$ cat src/smc_pkg.sv
`default_nettype none
package smc_pkg;
  // Upper control byte layout, bits 23..13
  localparam int OMC_WIDTH         = 24;
  localparam int EXT_EN_BIT        = 20;
  localparam int WRAP_FLAG_BIT     = 19;
  localparam int OVF_FLAG_BIT      = 18;
  localparam int UNF_FLAG_BIT      = 17;
  localparam int SPACE_SEL_BIT     = 16;
  localparam int TRACE_EN_BIT      = 15;
  localparam int ATTR_PRIO_DIS_BIT = 14;
  localparam int ASYNC_ARB_BIT     = 13;
  localparam int CTRL_LSB          = 13;
  localparam int CTRL_MSB          = 23;
  localparam logic [10:0] CTRL_RESET = 11'h000;
  localparam logic [2:0]  STACK_ERR_LEVEL = 3'h3;
  localparam int PTR_WIDTH         = 5;
  localparam int ATTR_COUNT        = 4;
  localparam int ADDR_WIDTH        = 18;

  typedef struct packed {
    logic                  push_req;
    logic                  pull_req;
    logic                  wrap_begin;
    logic [PTR_WIDTH-1:0]  stack_pointer;
    logic [PTR_WIDTH-1:0]  stack_size;
  } smc_stack_evt_t;

  typedef struct packed {
    logic                  we;
    logic [OMC_WIDTH-1:0]  wdata;
  } smc_reg_wr_t;
endpackage
`default_nettype wire

$ cat src/smc_top.sv
`timescale 1ns/1ns
`default_nettype none
// Notes on behaviour
// - Extension enable bit gates stack extension
// - Reset clears bits twenty down to thirteen
// - Wrap flag set when spill begins
// - Flags sticky until reset or write
// - Overflow on push when pointer equals size
// - Overflow rise raises level three exception
// - Underflow on pull when pointer zero
// - Underflow rise raises level three exception
// - Pointer underflow bit counts in extension
// - Space select chooses X or Y
// - Trace drives internal addresses outward
// - Attributes prioritised, three highest, one-hot
// - Priority disabled allows several attributes
// - Async mode synchronises grant and busy
// - Reserved bits zero after reset
module smc_top (
  input  wire logic                               clk,             // Core clock
  input  wire logic                               sys_rst,         // Async reset, high
  input  wire logic                               clk_en,          // Freezes state when low
  input  wire smc_pkg::smc_reg_wr_t               reg_wr,          // Control move write
  input  wire smc_pkg::smc_stack_evt_t            stack_evt,       // Stack hardware events
  input  wire logic [smc_pkg::ADDR_WIDTH-1:0]     int_addr,        // Internal access address
  input  wire logic                               int_access,      // Internal access strobe
  input  wire logic [smc_pkg::ADDR_WIDTH-1:0]     ext_addr,        // External access address
  input  wire logic [smc_pkg::ATTR_COUNT-1:0]     attr_raw,        // Raw attribute matches
  input  wire logic                               bus_grant_in,    // Bus grant pin
  input  wire logic                               bus_busy,        // Bus busy pin
  output logic [smc_pkg::OMC_WIDTH-1:0]           reg_rdata,       // Register read value
  output logic                                    extension_on,    // Stack extension active
  output logic                                    ext_space_y,     // Extension in Y space
  output logic                                    ptr_uf_counts,   // Pointer underflow bit counts
  output logic                                    stack_err_exc,   // Stack error pulse
  output logic [2:0]                              stack_err_level, // Exception priority
  output logic [smc_pkg::ADDR_WIDTH-1:0]          bus_addr,        // External address lines
  output logic [smc_pkg::ATTR_COUNT-1:0]          address_attribute_outputs, // Attribute pins
  output logic                                    grant_seen,      // Accepted grant
  output logic                                    busy_seen        // Accepted busy
);
  import smc_pkg::*;

  logic [CTRL_MSB:CTRL_LSB] ctrl_q, ctrl_d;
  logic [1:0] grant_sync_q, busy_sync_q;
  logic grant_pin_q, busy_pin_q;

  wire ext_en   = ctrl_q[EXT_EN_BIT];
  wire ovf_evt  = ext_en && stack_evt.push_req && (stack_evt.stack_pointer == stack_evt.stack_size);
  wire unf_evt  = ext_en && stack_evt.pull_req && (stack_evt.stack_pointer == '0);
  wire wrap_evt = ext_en && stack_evt.wrap_begin;
  // Any zero-to-one step raises it, from the stack hardware or from a write
  wire ovf_rise = ctrl_d[OVF_FLAG_BIT] && !ctrl_q[OVF_FLAG_BIT];
  wire unf_rise = ctrl_d[UNF_FLAG_BIT] && !ctrl_q[UNF_FLAG_BIT];

  // Write loads bits; flags stay otherwise, hardware set wins over write
  wire [CTRL_MSB:CTRL_LSB] wr_val = reg_wr.we ? reg_wr.wdata[CTRL_MSB:CTRL_LSB] : ctrl_q;
  wire [CTRL_MSB:CTRL_LSB] set_mask = ({(CTRL_MSB-CTRL_LSB+1){1'b0}}
                                      | ((CTRL_MSB-CTRL_LSB+1)'(wrap_evt) << (WRAP_FLAG_BIT-CTRL_LSB))
                                      | ((CTRL_MSB-CTRL_LSB+1)'(ovf_evt)  << (OVF_FLAG_BIT-CTRL_LSB))
                                      | ((CTRL_MSB-CTRL_LSB+1)'(unf_evt)  << (UNF_FLAG_BIT-CTRL_LSB)));
  // Reserved bits never store a one
  assign ctrl_d = {3'h0, wr_val[EXT_EN_BIT:CTRL_LSB] | set_mask[EXT_EN_BIT:CTRL_LSB]};

  // Fixed priority: highest index wins, one hot
  function automatic logic [ATTR_COUNT-1:0] attr_prio(input logic [ATTR_COUNT-1:0] raw);
    logic [ATTR_COUNT-1:0] res;
    logic                  taken;
    res   = '0;
    taken = 1'b0;
    for (int i = ATTR_COUNT-1; i >= 0; i--) begin
      if (raw[i] && !taken) begin
        res[i] = 1'b1;
        taken  = 1'b1;
      end
    end
    return res;
  endfunction

  wire [ATTR_COUNT-1:0] attr_d = ctrl_q[ATTR_PRIO_DIS_BIT] ? attr_raw : attr_prio(attr_raw);
  wire [ADDR_WIDTH-1:0] addr_d = (ctrl_q[TRACE_EN_BIT] && int_access) ? int_addr : ext_addr;
  // Sync path adds two cycles; the arbiter's non-overlap gap covers it
  wire grant_d = ctrl_q[ASYNC_ARB_BIT] ? grant_sync_q[1] : grant_pin_q;
  wire busy_d  = ctrl_q[ASYNC_ARB_BIT] ? busy_sync_q[1]  : busy_pin_q;

  always_ff @(posedge clk or posedge sys_rst) begin
    if (sys_rst) begin
      ctrl_q <= CTRL_RESET;
    end else if (clk_en) begin
      ctrl_q <= ctrl_d;
    end
  end

  // Pins cross two stages before use in async mode, three when async mode is off
  always_ff @(posedge clk or posedge sys_rst) begin
    if (sys_rst) begin
      grant_sync_q <= 2'h0;
      busy_sync_q  <= 2'h0;
      grant_pin_q  <= 1'b0;
      busy_pin_q   <= 1'b0;
    end else if (clk_en) begin
      grant_sync_q <= {grant_sync_q[0], bus_grant_in};
      busy_sync_q  <= {busy_sync_q[0], bus_busy};
      grant_pin_q  <= grant_sync_q[1];
      busy_pin_q   <= busy_sync_q[1];
    end
  end

  always_ff @(posedge clk or posedge sys_rst) begin
    if (sys_rst) begin
      reg_rdata                 <= 24'h000000;
      extension_on              <= 1'b0;
      ext_space_y               <= 1'b0;
      ptr_uf_counts             <= 1'b0;
      stack_err_exc             <= 1'b0;
      stack_err_level           <= 3'h0;
      bus_addr                  <= '0;
      address_attribute_outputs <= '0;
      grant_seen                <= 1'b0;
      busy_seen                 <= 1'b0;
    end else if (clk_en) begin
      reg_rdata                 <= {ctrl_d, 13'h0000};
      extension_on              <= ctrl_d[EXT_EN_BIT];
      ext_space_y               <= ctrl_d[SPACE_SEL_BIT];
      ptr_uf_counts             <= ctrl_d[EXT_EN_BIT];
      stack_err_exc             <= ovf_rise || unf_rise;
      stack_err_level           <= STACK_ERR_LEVEL;
      bus_addr                  <= addr_d;
      address_attribute_outputs <= attr_d;
      grant_seen                <= grant_d;
      busy_seen                 <= busy_d;
    end
  end
endmodule
`default_nettype wire

$ cat config.mk
export PLATFORM = sky130hd
export DESIGN_NAME = smc_top
export DESIGN_NICKNAME = d
export VERILOG_FILES = /design/src/smc_pkg.sv /design/src/smc_top.sv
export SDC_FILE = /design/constraint.sdc
export NUM_CORES = 1
export LEC_CHECK = 0
export CAP_MARGIN = 20
export CORE_UTILIZATION = 45
export DETAILED_ROUTE_END_ITERATION = 8
export DONT_BUFFER_PORTS = 1
export PLACE_DENSITY = 0.61
export SETUP_SLACK_MARGIN = 0.02
export SKIP_CTS_REPAIR_TIMING = 1
export SYNTH_ARGS = -nofsm -noshare
export SYNTH_HDL_FRONTEND = slang
export SYNTH_SLANG_ARGS = --single-unit
$ cat constraint.sdc
create_clock -name clk -period 3.1 [get_ports clk]
set_input_delay 0.155 -clock clk [delete_from_list [all_inputs] [get_ports clk]]
set_output_delay 0.155 -clock clk [all_outputs]
set_load 0.05 [all_outputs]
==> impl_metrics.csv <==
group,metric,value,unit
sta,hold_ws,0.00553,ns
critical_path,cp_cell_sequence,"nand2_1, mux2i_1, a21oi_1",
sta,setup-tns-final,0,ns
critical_path,worst_setup_path_end_kind,"flop",
sta,relSlewSlack,34.4,%
place,portBuffers,0,
critical_path,crit_type,"reg2reg",
layout,diodes,0,
cts,cts_tree,"done",
sta,fin_worst_skew,0.00438,ns
yosys,yosysUniqueCellTypes,27,
yosys,synth_top_area_share,50.4,%
cts,cts.path.max_buffers,2,
yosys,synth_cells,185,
critical_path,rrSetupSlack,1.08,ns
floorplan,die_w,68.4,um
global_route,grt.total_usage,16.9,%
sta,rsz0062_at_grt,"no",
global_route,grt-ovfl-total,0,
yosys,yosys_warnings,0,
power_and_ir_drop,p_leak,0.992,nW
layout,fin_cells,236,
power_and_ir_drop,sw_frac_of_total,35.2,%
layout,drive_gt1_share,14.0,%
sta,min_period,2.02,ns
global_route,grt_pass1_wl,5.60,mm
floorplan,core_area,4120,sq um
floorplan,rows,23,
cts,cts_buffers,5,
sta,worst_slew_pin_slew,0.981,ns
floorplan,ioPinCount,139,
floorplan,die_y,68.4,um
critical_path,startpoint_type,"flop",
cts,cts_sinks,40,
layout,final_nets,269,
yosys,syn_area,1990,sq um
critical_path,cp_top_family,"simple AND/OR/NAND/NOR gates",
yosys,synth_area_leader_cell,"dfrtp_1",
drt,drtPass1Iterations,4,
critical_path,slowest_delay,0.70,ns
layout,syn_to_final_growth,7.25,%
flow_run,maxCapViolCount,0,
critical_path,crit_path_max_fanout,18,
floorplan,dieArea,4680,sq um
yosys,synth-edff-count,0,
power_and_ir_drop,max-vdd-ir-drop,0.000334,V
layout,layout_commonest_cell,"dfrtp_1",
drt,ant_nets,0,
yosys,ys_seq_elements,40,
sta,finalSetupViolCount,0,
yosys,yosysSeqAreaShare,50.4,%
sta,max_freq,494,MHz
floorplan,start_util,48.3,%
cts,cts_root_buffer,"clkbuf_8",
power_and_ir_drop,intPower,1.07,mW
yosys,synth_ff_type,"dfrtp_1",
global_route,grt_pass1_vias,1309,
critical_path,worst-path-buf-inv,0,
place,place_inst,224,
drt,wl,4.07,mm
drt,routedWlPerCell,17.3,um
yosys,netlist_top_cells_area,"dfrtp_1 (50%), mux2i_1 (11%), buf_4 (8.3%), mux2_2 (6.8%), a21oi_1 (5.5%)",
global_route,grt_max_degree,62,
power_and_ir_drop,total_power,1.65,mW
power_and_ir_drop,clkPwrFrac,35.6,%
place,gp_congestion,0.736,
yosys,syn_area_per_cell,10.7,sq um
power_and_ir_drop,power_frac_seq,51.8,%
critical_path,cp_data_required_time,3.24,ns
drt,drt_iter0_markers,92,
cts,htree_num_levels,2,
critical_path,cp_slowest_cell,"nand2_1",
global_route,antenna_found_initial,0,
power_and_ir_drop,power_density,774,nW/um^2
power_and_ir_drop,power_switching,0.580,mW
drt,viasPerCell,5.51,
min_path,hold_path.class,"in2reg",
sta,finalHoldViolations,0,
cts,insertion_delay,0.29,ns
yosys,async_flop_share,100,%
place,detailed_place_hpwl,2.81,mm
drt,vias,1301,
critical_path,crit_arrival,2.17,ns
cts,clk_pin_slew,0.08,ns
power_and_ir_drop,power_frac_comb,12.6,%
sta,period_share,65.3,%
status,status,"finished clean",
layout,most-common-layout-cells,"dfrtp_1 (40), nor2_1 (25), a21oi_1 (22)",
drt,drc,0,
sta,drv_slew,0,
==> routing by layer <==
metal | track usage (%) | up-vias | share of wire [%]
met5 | 0 | - | 0
met1 | 15.0 | 622 | 36
met3 | 7.50 | 9 | 9.5
met4 | 9.64 | 0 | 2.0
li1 | - | 592 | -
met2 | 31.1 | 78 | 53
==> final timing paths <==
kind                                      start  cells after the start                  to
min in group asynchronous               sys_rst                      3         bus_addr[0]
worst max-delay path                 ctrl_q[15]                      3        bus_addr[15]
worst min register to register  grant_sync_q[0]                      1     grant_sync_q[1]
max in group asynchronous               sys_rst                      3  stack_err_level[0]
worst min-delay path                 reg_wr[14]                      1          ctrl_q[14]
worst max register to register       ctrl_q[15]                      3        bus_addr[15]
==> cell usage after synthesis, types with 3 or more instances <==
master    number
o211ai_1       3
nor2_1        25
xor2_1         4
clkbuf_1       5
inv_1          5
mux2_2        12
a21oi_1       22
buf_4         22
mux2i_1       21
nand2_1        6
o21ai_0        3
o22ai_1        3
dfrtp_1       40
==> layout make-up <==
cell class                      count  area [sq um]
Clock buffer                        5          68.8
Clock inverter                      3          90.1
Fill cell                         379          1990
Inverter                            5          18.8
Multi-Input combinational cell    127           833
Sequential cell                    40          1000
Tap cell                           50          62.6
Timing Repair Buffer                6          55.1
==> state kept, by name (all words and copies together) (netlist names) <==
signal and count:
busy_pin_q 1, address_attribute_outputs 4, grant_pin_q 1, busy_sync_q 2, grant_sync_q 2, stack_err_exc 1
stack_err_level 1, bus_addr 18, busy_seen 1, grant_seen 1, ctrl_q 8
==> power by group through the flow <==
stage	logic [mW]	clock network [mW]	registers, mW
6_report	0.208	0.587	0.854
5_1_grt	0.229	0.617	0.866
3_3_place_gp	0.193	0	0.863
3_5_place_dp	0.202	0	0.865
2_1_floorplan	0.221	0	0.842
4_1_cts	0.202	0.600	0.855
==> cell families (layout without fill, tap and decap cells) <==
group	count (synthesis)	count (layout)	synth area share, %
mux	33	33	17.4
flops	40	40	50.4
xor+xnor	5	5	2.21
compound gates	34	34	9.70
buf+inv	34	19	10.6
simple gates	38	38	9.45
other cells	1	17	0.189
==> through the flow <==
stage                     util, %  setup WS (ns)  cell area, sq um
after detailed placement     46.9           1.09              1930
after global placement       46.9           1.20              1930
after floorplan                 -           1.49              2050
after global routing         51.7          0.869              2130
after CTS                    50.8           1.07              2090
final                        51.7           1.08              2130
Power figures use the tool's default switching activity.
